File: src/rtl/cantms_consts.vh
// Constants for the transmit mailbox status block.
// Assumes inclusion by bare name from rtl/ design files.
`ifndef CANTMS_CONSTS_VH
`define CANTMS_CONSTS_VH

// ----------------------------------------
// Register byte offsets
// ----------------------------------------
`define CANTMS_OFF_STATUS 12'h008
`define CANTMS_OFF_IRQ_STAT 12'h020
`define CANTMS_OFF_IRQ_CLR 12'h024
`define CANTMS_OFF_IRQ_EN 12'h028

// ----------------------------------------
// Reset values
// ----------------------------------------
`define CANTMS_RST_STATUS 32'h1C000000
`define CANTMS_RST_IRQ 9'h000

// ----------------------------------------
// Status field positions
// ----------------------------------------
`define CANTMS_MBX_STRIDE 8
`define CANTMS_BIT_DONE 0
`define CANTMS_BIT_OK 1
`define CANTMS_BIT_ARB 2
`define CANTMS_BIT_FAIL 3
`define CANTMS_BIT_ABORT 7
`define CANTMS_IDX_LSB 24
`define CANTMS_EMPTY_LSB 26
`define CANTMS_LOWP_LSB 29

// ----------------------------------------
// Interrupt layout and free index value
// ----------------------------------------
`define CANTMS_IRQ_W 9
`define CANTMS_IRQ_DONE_LSB 0
`define CANTMS_IRQ_ARB_LSB 3
`define CANTMS_IRQ_FAIL_LSB 6
`define CANTMS_IDX_ALL_EMPTY 2'h0
`define CANTMS_IDX_NONE 2'h0

`endif

File: src/rtl/cantms_top.v
// Transmit mailbox status register with APB slave and interrupt.
// Assumes engine inputs are synchronous to pclk, one-cycle pulses.
//
// Contract
// Set request-done flag when request finishes.
// Clear request-done flag on accepted request.
// Write one clears flags; zero leaves them.
// Set success flag on successful transmit.
// Set arbitration-lost flag on lost arbitration.
// Set error flag on failed transmit.
// Software sets abort; hardware clears after discard.
// Ignore abort for an empty mailbox.
// Free index: all empty lowest, else next.
// Empty flags at bits 26 to 28.
// Lowest-priority flags at bits 29 to 31.
// Lowest-priority flags zero with one waiting.
// Status at offset 0x08, reset 0x1C000000.
// Reserved bits read zero, writes ignored.
// Hardware set wins over software clear.
//
// Design decision made here: the APB interface to the registers.
`timescale 1ns/100ps
`include "cantms_consts.vh"

module cantms_top (
    input wire pclk,
    input wire presetn,
    input wire psel,
    input wire penable,
    input wire pwrite,
    input wire [11:0] paddr,
    input wire [31:0] pwdata,
    input wire [3:0] pstrb,
    output reg [31:0] prdata,
    output reg pready,
    output reg pslverr,
    input wire [2:0] tx_req_accept,
    input wire [2:0] tx_req_finish,
    input wire [2:0] tx_ok_evt,
    input wire [2:0] tx_arb_lost_evt,
    input wire [2:0] tx_fail_evt,
    input wire [2:0] tx_msg_discarded,
    input wire [2:0] tx_lowest_prio,
    output reg [2:0] abort_req,
    output reg [2:0] mbx_empty,
    output reg irq
);

    // ----------------------------------------
    // Bus decode
    // ----------------------------------------
    wire setup_phase; // First cycle of a transfer
    wire access_done; // Edge at which transfer completes
    wire wr_take; // Write takes effect now
    wire hit_status; // Status register selected
    wire hit_irq_stat; // Interrupt status selected
    wire hit_irq_clr; // Interrupt clear selected
    wire hit_irq_en; // Interrupt enable selected
    wire hit_any; // Any mapped register
    wire [31:0] wmask; // Write data gated by strobes

    assign setup_phase = psel & ~penable;
    assign access_done = psel & penable & pready;
    assign wr_take = access_done & pwrite & ~pslverr;
    assign hit_status = (paddr == `CANTMS_OFF_STATUS);
    assign hit_irq_stat = (paddr == `CANTMS_OFF_IRQ_STAT);
    assign hit_irq_clr = (paddr == `CANTMS_OFF_IRQ_CLR);
    assign hit_irq_en = (paddr == `CANTMS_OFF_IRQ_EN);
    assign hit_any = hit_status | hit_irq_stat | hit_irq_clr | hit_irq_en;

    // Byte strobes gate each lane of the write data
    assign wmask = pwdata & {{8{pstrb[3]}}, {8{pstrb[2]}}, {8{pstrb[1]}}, {8{pstrb[0]}}};

    // ----------------------------------------
    // Per-mailbox flags
    // ----------------------------------------
    wire [2:0] done_w; // Request completed
    wire [2:0] ok_w; // Transmit succeeded
    wire [2:0] arb_w; // Arbitration lost
    wire [2:0] fail_w; // Transmit error
    wire [2:0] abort_w; // Abort pending
    wire [2:0] pending_w; // Message waiting
    wire [2:0] clr_done_w; // Write-one clear pulses
    wire [2:0] clr_ok_w;
    wire [2:0] clr_arb_w;
    wire [2:0] clr_fail_w;
    wire [2:0] set_abort_w; // Write-one abort pulses

    genvar gi;
    generate
        for (gi = 0; gi < 3; gi = gi + 1)
        begin : g_mbx
            // Clear strobes only on a completed status write
            assign clr_done_w[gi] = wr_take & hit_status &
                wmask[gi*`CANTMS_MBX_STRIDE + `CANTMS_BIT_DONE];
            assign clr_ok_w[gi] = wr_take & hit_status &
                wmask[gi*`CANTMS_MBX_STRIDE + `CANTMS_BIT_OK];
            assign clr_arb_w[gi] = wr_take & hit_status &
                wmask[gi*`CANTMS_MBX_STRIDE + `CANTMS_BIT_ARB];
            assign clr_fail_w[gi] = wr_take & hit_status &
                wmask[gi*`CANTMS_MBX_STRIDE + `CANTMS_BIT_FAIL];
            assign set_abort_w[gi] = wr_take & hit_status &
                wmask[gi*`CANTMS_MBX_STRIDE + `CANTMS_BIT_ABORT];

            cantms_mbx_flags u_flags (
                .pclk(pclk),
                .presetn(presetn),
                .req_accept(tx_req_accept[gi]),
                .req_finish(tx_req_finish[gi]),
                .evt_ok(tx_ok_evt[gi]),
                .evt_arb_lost(tx_arb_lost_evt[gi]),
                .evt_fail(tx_fail_evt[gi]),
                .msg_discarded(tx_msg_discarded[gi]),
                .clr_done(clr_done_w[gi]),
                .clr_ok(clr_ok_w[gi]),
                .clr_arb(clr_arb_w[gi]),
                .clr_fail(clr_fail_w[gi]),
                .set_abort(set_abort_w[gi]),
                .done_reg(done_w[gi]),
                .ok_reg(ok_w[gi]),
                .arb_reg(arb_w[gi]),
                .fail_reg(fail_w[gi]),
                .abort_reg(abort_w[gi]),
                .pending_reg(pending_w[gi])
            );
        end
    endgenerate

    // ----------------------------------------
    // Derived read-only fields
    // ----------------------------------------
    wire [2:0] empty_w; // Mailbox holds nothing
    wire [1:0] wait_cnt; // Number of waiting mailboxes
    reg [1:0] free_idx; // Free mailbox index
    wire [2:0] lowp_w; // Lowest-priority flags

    assign empty_w = ~pending_w;
    assign wait_cnt = {1'b0, pending_w[0]} + {1'b0, pending_w[1]} + {1'b0, pending_w[2]};

    // Lowest priority only means something with two or more waiting
    assign lowp_w = (wait_cnt > 2'h1) ? (tx_lowest_prio & pending_w) : 3'h0;

    // Index: all empty gives slot 0, else next to load
    always @*
    begin
        free_idx = `CANTMS_IDX_NONE;
        if (&empty_w)
        begin
            free_idx = `CANTMS_IDX_ALL_EMPTY;
        end
        else if (empty_w[0])
        begin
            free_idx = 2'h0;
        end
        else if (empty_w[1])
        begin
            free_idx = 2'h1;
        end
        else if (empty_w[2])
        begin
            free_idx = 2'h2;
        end
    end

    // ----------------------------------------
    // Status word assembly
    // ----------------------------------------
    reg [31:0] status_word; // Software view of the status

    // Reserved groups stay at zero, so writes there have no effect
    always @*
    begin
        status_word = 32'h00000000;
        status_word[`CANTMS_BIT_DONE] = done_w[0];
        status_word[`CANTMS_BIT_OK] = ok_w[0];
        status_word[`CANTMS_BIT_ARB] = arb_w[0];
        status_word[`CANTMS_BIT_FAIL] = fail_w[0];
        status_word[`CANTMS_BIT_ABORT] = abort_w[0];
        status_word[`CANTMS_MBX_STRIDE + `CANTMS_BIT_DONE] = done_w[1];
        status_word[`CANTMS_MBX_STRIDE + `CANTMS_BIT_OK] = ok_w[1];
        status_word[`CANTMS_MBX_STRIDE + `CANTMS_BIT_ARB] = arb_w[1];
        status_word[`CANTMS_MBX_STRIDE + `CANTMS_BIT_FAIL] = fail_w[1];
        status_word[`CANTMS_MBX_STRIDE + `CANTMS_BIT_ABORT] = abort_w[1];
        status_word[2*`CANTMS_MBX_STRIDE + `CANTMS_BIT_DONE] = done_w[2];
        status_word[2*`CANTMS_MBX_STRIDE + `CANTMS_BIT_OK] = ok_w[2];
        status_word[2*`CANTMS_MBX_STRIDE + `CANTMS_BIT_ARB] = arb_w[2];
        status_word[2*`CANTMS_MBX_STRIDE + `CANTMS_BIT_FAIL] = fail_w[2];
        status_word[2*`CANTMS_MBX_STRIDE + `CANTMS_BIT_ABORT] = abort_w[2];
        status_word[`CANTMS_IDX_LSB +: 2] = free_idx;
        status_word[`CANTMS_EMPTY_LSB +: 3] = empty_w;
        status_word[`CANTMS_LOWP_LSB +: 3] = lowp_w;
    end

    // ----------------------------------------
    // Interrupt status, enable and clear
    // ----------------------------------------
    reg [8:0] irq_stat_reg; // Sticky event bits
    reg [8:0] irq_stat_next;
    reg [8:0] irq_en_reg; // Enable mask
    reg [8:0] irq_en_next;
    wire [8:0] irq_evt; // Events this cycle
    wire [8:0] irq_clr; // Clear-register write pulses

    assign irq_evt = {tx_fail_evt, tx_arb_lost_evt, tx_req_finish};
    assign irq_clr = (wr_take & hit_irq_clr) ? wmask[8:0] : 9'h000;

    // New events win over a clear in the same cycle
    always @*
    begin
        irq_stat_next = (irq_stat_reg & ~irq_clr) | irq_evt;
        irq_en_next = irq_en_reg;
        if (wr_take & hit_irq_en)
        begin
            irq_en_next = wmask[8:0];
        end
    end

    // Interrupt storage and level output
    always @(posedge pclk or negedge presetn)
    begin
        if (!presetn)
        begin
            irq_stat_reg <= `CANTMS_RST_IRQ;
            irq_en_reg <= `CANTMS_RST_IRQ;
            irq <= 1'b0;
        end
        else
        begin
            irq_stat_reg <= irq_stat_next;
            irq_en_reg <= irq_en_next;
            // Level follows next state so output stays a flop
            irq <= |(irq_stat_next & irq_en_next);
        end
    end

    // ----------------------------------------
    // Mirrored outputs to the engine
    // ----------------------------------------
    // Predicted next values keep the outputs aligned with the flags
    wire [2:0] abort_next_w; // Abort after this edge
    wire [2:0] empty_next_w; // Empty after this edge

    // Abort and empty come out registered, in step with the flags
    always @(posedge pclk or negedge presetn)
    begin
        if (!presetn)
        begin
            abort_req <= 3'h0;
            mbx_empty <= 3'h7;
        end
        else
        begin
            abort_req <= abort_next_w;
            mbx_empty <= empty_next_w;
        end
    end

    // Same terms as the flag cells, so mirrors never drift from the status word
    assign abort_next_w = abort_w & ~(tx_msg_discarded | tx_req_finish) |
        (set_abort_w & pending_w & ~tx_msg_discarded & ~tx_req_finish);
    assign empty_next_w = ~((pending_w & ~(tx_req_finish | tx_msg_discarded)) | tx_req_accept);

    // ----------------------------------------
    // APB response
    // ----------------------------------------
    reg [31:0] rd_mux; // Read data selection

    // Write-only clear register reads as zero
    always @*
    begin
        rd_mux = 32'h00000000;
        if (hit_status)
        begin
            rd_mux = status_word;
        end
        else if (hit_irq_stat)
        begin
            rd_mux = {23'h000000, irq_stat_reg};
        end
        else if (hit_irq_en)
        begin
            rd_mux = {23'h000000, irq_en_reg};
        end
    end

    // No wait state: answer prepared in setup, taken in the first access cycle.
    // Read data is sampled at setup, so it trails the flags by a cycle.
    always @(posedge pclk or negedge presetn)
    begin
        if (!presetn)
        begin
            prdata <= 32'h00000000;
            pready <= 1'b0;
            pslverr <= 1'b0;
        end
        else if (setup_phase)
        begin
            pready <= 1'b1;
            pslverr <= ~hit_any;
            prdata <= pwrite ? 32'h00000000 : rd_mux;
        end
        else
        begin
            // Drop ready after the access edge
            pready <= 1'b0;
            pslverr <= 1'b0;
            prdata <= 32'h00000000;
        end
    end

endmodule // cantms_top

File: src/rtl/cantms_mbx_flags.v
// One transmit mailbox: completion, outcome, abort and pending state.
// Assumes engine events are one-cycle pulses on pclk.
`timescale 1ns/100ps

module cantms_mbx_flags (
    input wire pclk,
    input wire presetn,
    input wire req_accept,
    input wire req_finish,
    input wire evt_ok,
    input wire evt_arb_lost,
    input wire evt_fail,
    input wire msg_discarded,
    input wire clr_done,
    input wire clr_ok,
    input wire clr_arb,
    input wire clr_fail,
    input wire set_abort,
    output reg done_reg,
    output reg ok_reg,
    output reg arb_reg,
    output reg fail_reg,
    output reg abort_reg,
    output reg pending_reg
);

    // ----------------------------------------
    // Next-state terms
    // ----------------------------------------
    reg done_next; // Completion flag
    reg ok_next; // Success flag
    reg arb_next; // Arbitration loss flag
    reg fail_next; // Error flag
    reg abort_next; // Abort request
    reg pending_next; // Message waiting

    // Set beats clear for done, ok, arb and fail so no event is lost; for abort, clear wins
    always @*
    begin
        done_next = done_reg;
        if (clr_done | req_accept)
        begin
            done_next = 1'b0;
        end
        if (req_finish)
        begin
            done_next = 1'b1;
        end
        ok_next = ok_reg;
        if (clr_ok | evt_fail | evt_arb_lost)
        begin
            ok_next = 1'b0;
        end
        if (evt_ok)
        begin
            ok_next = 1'b1;
        end
        arb_next = (arb_reg & ~clr_arb) | evt_arb_lost;
        fail_next = (fail_reg & ~clr_fail) | evt_fail;
        // Pending: loaded by accept, freed by finish
        pending_next = pending_reg;
        if (req_finish | msg_discarded)
        begin
            pending_next = 1'b0;
        end
        if (req_accept)
        begin
            pending_next = 1'b1;
        end
        // Abort only takes hold on a waiting message
        abort_next = abort_reg;
        if (msg_discarded | req_finish | ~pending_reg)
        begin
            abort_next = 1'b0;
        end
        if (set_abort & pending_reg & ~msg_discarded & ~req_finish)
        begin
            abort_next = 1'b1;
        end
    end

    // Flag storage
    always @(posedge pclk or negedge presetn)
    begin
        if (!presetn)
        begin
            done_reg <= 1'b0;
            ok_reg <= 1'b0;
            arb_reg <= 1'b0;
            fail_reg <= 1'b0;
            abort_reg <= 1'b0;
            pending_reg <= 1'b0;
        end
        else
        begin
            done_reg <= done_next;
            ok_reg <= ok_next;
            arb_reg <= arb_next;
            fail_reg <= fail_next;
            abort_reg <= abort_next;
            pending_reg <= pending_next;
        end
    end

endmodule // cantms_mbx_flags

File: config.mk
export PLATFORM = sky130hd
export DESIGN_NAME = cantms_top
export DESIGN_NICKNAME = d
export VERILOG_FILES = /design/src/rtl/cantms_top.v /design/src/rtl/cantms_mbx_flags.v
export VERILOG_INCLUDE_DIRS = /design/src /design/src/rtl
export SDC_FILE = /design/constraint.sdc
export NUM_CORES = 1
export LEC_CHECK = 0
export ABC_CLOCK_PERIOD_IN_PS = 7000
export BUFFER_PORTS_ARGS = -buffer_cell sky130_fd_sc_hd__clkbuf_2
export CORE_MARGIN = 2
export CORE_UTILIZATION = 52
export DETAILED_ROUTE_END_ITERATION = 16
export GPL_TIMING_DRIVEN = 0
export PLACE_DENSITY_LB_ADDON = 0.05
export SYNTH_ARGS = -nofsm -noshare
export SYNTH_HDL_FRONTEND = slang
export SYNTH_SLANG_ARGS = --single-unit
File: constraint.sdc
create_clock -name pclk -period 7 [get_ports pclk]
set_input_delay 1.4 -clock pclk [delete_from_list [all_inputs] [get_ports pclk]]
set_output_delay 1.4 -clock pclk [all_outputs]
set_load 0.01 [all_outputs]
# Word-level counts from Yosys, hierarchy flattened
# Index checks and enable logic that the tools add are counted.
[word_totals]
wordCells = 184
inputBits = 74
reg_bits = 77
[op_classes]
magnitude_cmp = 1
n_bitwise = 99
add_sub_neg = 2
n_eq_ne = 4
mux = 38
reduce_logical = 14
[op_table]
columns = ["operator", "count"]
rows = [
  ["32-bit two-way mux", 3],
  ["1-bit bitwise AND", 38],
  ["12-bit by 6-bit == test with 1-bit output, second input constant", 3],
  ["9-bit two-way mux", 4],
  ["1-bit two-way mux", 26],
  ["24-bit bitwise AND", 1],
  ["1-bit bitwise OR", 24],
  ["2-bit nonzero test", 12],
  ["3-bit bitwise AND", 6],
  ["9-bit bitwise AND", 2],
  ["1-bit inverter", 18],
  ["3-bit inverter", 5],
  ["12-bit by 4-bit == test with 1-bit output, second input constant", 1],
  ["9-bit inverter", 1],
  ["3-bit bitwise OR", 3],
  ["9-bit bitwise OR", 1],
  ["9-bit OR reduction", 1],
  ["2-bit two-way mux", 4],
  ["3-bit two-way mux", 1],
  ["3-bit AND reduction", 1],
  ["1-bit by 1-bit adder with 2-bit output", 1],
  ["2-bit by 1-bit adder with 2-bit output", 1],
  ["2-bit by 1-bit greater-than comparator with 1-bit output, second input constant", 1],
]

# Logic depth before layout (Yosys ltp)
[depth]
depth_word = 11
ltp_mapped = 8

# By module
# From an unflattened synthesis, not the netlist that was laid out.
[unflattened]
cells_unflattened = 276
area_unflattened_um2 = 2994.1
[by_module_without_submodules]
columns = ["module", "area_per_inst_um2", "seq_area_each_um2", "cells_each", "n_inst"]
rows = [
  ["cantms_top", 2329.7, 1330.0, 225, 1],
  ["cantms_mbx_flags", 221.5, 150.1, 17, 3],
]

# Worst setup path before layout
# Ideal clock, no wire load.
[synth_path]
path_kind = "in2reg"
from = "input port paddr[9]"
to = "register irq"
setup_slack_ps = 3201
t_required_ps = 6862
setup_ps = 138
path_stages = 7
arrival_time_ps = 3661
n_path_buf = 1
path_cell_list = "or4_4 -> or2_4 -> or3_1 -> buf_6 -> mux2_4 -> a22o_1 -> or4b_1"
[synth_lines]
columns = ["item", "line_no", "text"]
rows = [
  ["from (decl)", "cantms_top.v:31", "input wire [11:0] paddr,"],
  ["12-bit by 6-bit == test with 1-bit output (no line)", "-", ""],
  ["1-bit bitwise AND", "cantms_top.v:212", "if (wr_take & hit_irq_en)"],
  ["9-bit two-way mux", "cantms_top.v:212", ""],
  ["via irq_en_next[4]", "cantms_top.v:200", "reg [8:0] irq_en_next;"],
  ["9-bit bitwise AND", "cantms_top.v:232", "irq <= |(irq_stat_next & irq_en_next);"],
  ["9-bit OR reduction", "cantms_top.v:232", ""],
  ["to (signal assigned)", "cantms_top.v:232", ""],
  ["to (decl)", "cantms_top.v:46", "output reg irq"],
]
# The timed path passes the listed nets, and every way through them passes these cells.
# A chain may end at the register's enable or synchronous reset.

# Worst setup path after layout
[layout_path]
from = "input port paddr[9]"
to = "register g_mbx[0].u_flags.arb_reg"
[layout_between]
elab_chain_cells = 6
[layout_lines]
columns = ["item", "line_no", "text"]
rows = [
  ["12-bit by 4-bit == test with 1-bit output (no line)", "-", ""],
  ["1-bit bitwise AND (2 in series)", "cantms_top.v:98", "assign clr_arb_w[gi] = wr_take & hit_status &"],
  ["1-bit inverter", "cantms_mbx_flags.v:58", "arb_next = (arb_reg & ~clr_arb) | evt_arb_lost;"],
  ["1-bit bitwise AND", "cantms_mbx_flags.v:58", ""],
  ["1-bit bitwise OR", "cantms_mbx_flags.v:58", ""],
  ["via g_mbx[0].u_flags.arb_next", "cantms_mbx_flags.v:32", "reg arb_next;"],
  ["to (signal assigned)", "cantms_mbx_flags.v:98", "arb_reg <= arb_next;"],
  ["to (decl)", "cantms_mbx_flags.v:21", "output reg arb_reg,"],
]
# The timed path passes the listed nets, and every way through them passes these cells.

==> metrics.md <==
| Metric | Value |
|---|---|
| Yosys cell types | `44` |
| M1 WL | `3.19 mm` |
| VDD IR-drop max | `0.122 mV` |
| Die area | `0.00637 sq mm` |
| Critical path class | `in -> reg` |
| Clock Sinks | `71` |
| Largest net degree at the start of global routing | `47` |
| Setup Fix Bufs, Post-CTS | `0` |
| Seq/Total Area, Yosys | `59.5%` |
| Post-synthesis xor/xnor area fraction | `0%` |
| Post-Synthesis Cells | `272` |
| Final #Nets | `457` |
| CTS Buffer Depth | `2` |
| I/O pin count | `115` |
| Layout Skew | `6.41 ps` |
| Cts hold-fix bufs | `0` |
| GPL Wtd Cong | `0.844` |
| All-Layer GR Usage | `25.2%` |
| Later-pin clock latency in the skew report | `350 ps` |
| Register-to-register setup slack | `3840 ps` |
| Crit path time final | `4060 ps` |
| Top cell by count, worst path | `clkbuf_1` |
| Final Hold Viols | `0` |
| Most common cell after layout, fill and taps aside | `clkbuf_2` |
| PD cells | `227 mW/mm^2` |
| Status | `finished, final reports clean` |
| Crit path required time | `7240 ps` |
| Antenna Diode Count | `0` |
| Synth Area in Compound Gates | `13.0%` |
| Slew @ Worst Pin | `1180 ps` |
| DRT Pass-1 Iters | `7` |
| Share of cells above drive strength 1 | `35.7%` |
| Tcrit/Tclk final | `58.0%` |
| P_leak | `0.00185 uW` |
| Post-DR vias/cell | `5.63` |
| Final Setup Violations | `0` |
| Area grow syn2layout | `28.1%` |
| Slew margin rel. | `20.4%` |
| Largest family of logic cells by synthesized area | `simple AND/OR/NAND/NOR gates` |
| Max-slew violations | `0` |
| Routed wl met3 | `599 um` |
| Drt drc | `0` |
| Max-cap violation count | `0` |
| Antenna-violating nets left | `0` |
| CP max FO | `10` |
| Die H | `79.8 um` |
| Wirelength, routed | `7.55 mm` |
| Synth Area in Simple Gates | `21.0%` |
| Post-synth EDFFs | `0` |
| Depth of the CTS H-tree | `3` |
| Cts repair resizes | `0` |
| Hold Slack | `478 ps` |
| Hold Crit Class | `reg -> reg` |
| Die X | `79.8 um` |
| CP max-delay cell | `nor4_2` |
| Synth Warn # | `0` |
| First-pass GRT wire length | `12.0 mm` |
| Slowest stage delay, CP | `880 ps` |
| Post-synth ARST share | `100%` |
| Maximum clock rate | `246 MHz` |
| Rows | `27` |
| Root Buffer | `clkbuf_8` |
| Post-synthesis mux area share | `1.72%` |
| Initial antenna violation count | `0` |
| Main synth FF type | `dfrtp_1` |
| Vias | `2,584` |
| Port bufs | `93` |
| Vias in the first global route | `2,503` |
| Most frequent cells in the layout | `92 x clkbuf_2, 68 x dfrtp_1, 30 x nor2_1` |
| DRT iter0 DRCs | `226` |
| Top layer used by detailed routing | `met4` |
| WL/cell | `16.4 um` |
| Synth Area in Adders | `0.418%` |
| Setup TNS | `0 ps` |
| RSZ-0062 raised after global routing | `false` |
| Post-Syn Area | `0.00299 sq mm` |
| WL met2 | `3.60 mm` |
| CTS Buf Count | `9` |
| Synth Area per Inst | `11.0 sq um` |
| Startpoint Class | `input pin` |
| Clk slew on worst S/H paths | `80 ps` |
| DP HPWL | `5.39 mm` |
| Crit path cell chain | `clkbuf_2 -> or4_4 -> or2_4 -> clkbuf_1 -> nor4_2 -> clkbuf_1 -> nand3_1 -> a21o_1` |
| Area of the core | `0.00554 sq mm` |
| WP data arrival | `4310 ps` |
| Flip-flop count of the largest register after layout | `26` |
| Initial Util | `54.0%` |
| Setup crit end kind | `flip-flop` |
| Grt total ovfl | `0` |
| FF+latch count, synth | `71` |
| CTS tree | `yes` |
-- power breakdown --
part	internal [uW]	switching, uW	total [uW]	leakage [uW]
sequential	416	3.76	420	0.000876
combinational	24.9	33.7	58.6	0.000859
clock	236	156	393	0.000120
total	677	194	871	0.00185
-- layout make-up --
class                           instances  area [sq um]
Clock inverter                          6           109
Multi-Input combinational cell        181          1100
Fill cell                             464          1710
Sequential cell                        71          1780
Buffer                                 15          86.3
Clock buffer                           10           128
Inverter                               10          37.5
Tap cell                               72          90.1
Timing Repair Buffer                   94           495
-- path summary, 6_finish.rpt --
kind                       cells after the start                                 end                          startpoint
max                                            8  g_mbx[0].u_flags.arb_reg$_DFF_PN0_                            paddr[9]
min                                            1  g_mbx[2].u_flags.arb_reg$_DFF_PN0_  g_mbx[2].u_flags.arb_reg$_DFF_PN0_
max reg2reg                                    7  g_mbx[0].u_flags.arb_reg$_DFF_PN0_                    pready$_DFF_PN0_
min reg2reg                                    1  g_mbx[2].u_flags.arb_reg$_DFF_PN0_  g_mbx[2].u_flags.arb_reg$_DFF_PN0_
max in group asynchronous                      2              mbx_empty[2]$_DFF_PN1_                             presetn
min in group asynchronous                      1                prdata[25]$_DFF_PN0_                             presetn
-- cells by family after synthesis --
logic type,after synthesis
AO/OA/AOI/OAI,52
AND/OR/NAND/NOR,118
multiplexers,4
buffers and inverters,25
adder cells (fa/ha/maj),1
flip-flops,71
other,1
-- per-layer routing --
| layer | vias up | GRT usage, % |
|---|---|---|
| li1 | 1181 | - |
| met1 | 1237 | 33.6 |
| met2 | 149 | 40.7 |
| met3 | 17 | 4.19 |
| met4 | 0 | 11.2 |
| met5 | - | 0 |
-- Yosys cell counts (4+ instances only) --
cell type,instances,area [sq um]
dfrtp_1,68,1700
nor2_1,30,113
nand2_1,19,71.3
and2_1,13,81.3
nand3_1,12,60.1
inv_1,10,37.5
a21oi_1,9,45.0
a21o_1,8,60.1
clkbuf_1,8,30.0
nor4_1,7,43.8
a222oi_1,6,60.1
a31o_2,6,52.6
buf_4,6,45.0
nand2b_1,6,37.5
nor3_1,6,30.0
or2_2,6,37.5
a22oi_1,4,30.0
nor2b_1,4,25.0
o21ai_0,4,20.0
o31a_1,4,35.0
-- stage by stage --
stage / power (uW) / cells / cell area [sq um] / utilization [%] / setup WS, ps
after floorplan: 448 / 277 / 3010 / - / 3200
after global placement: 483 / 442 / 3560 / 64.3 / 2560
after detailed placement: 486 / 443 / 3590 / 64.9 / 2570
after CTS: 873 / 459 / 3830 / 69.2 / 2930
after global routing: 894 / 459 / 3830 / 69.2 / 2700
final: 871 / 459 / 3830 / 69.2 / 2940
-- critical path: cells and delay by family --
family / cells / cell delay [ps]
AOI/OAI and AO/OA: 1 / 200
and+or+nand+nor: 4 / 1820
buffers and inverters: 3 / 870
No activity file was read; power rests on OpenSTA's default activity.
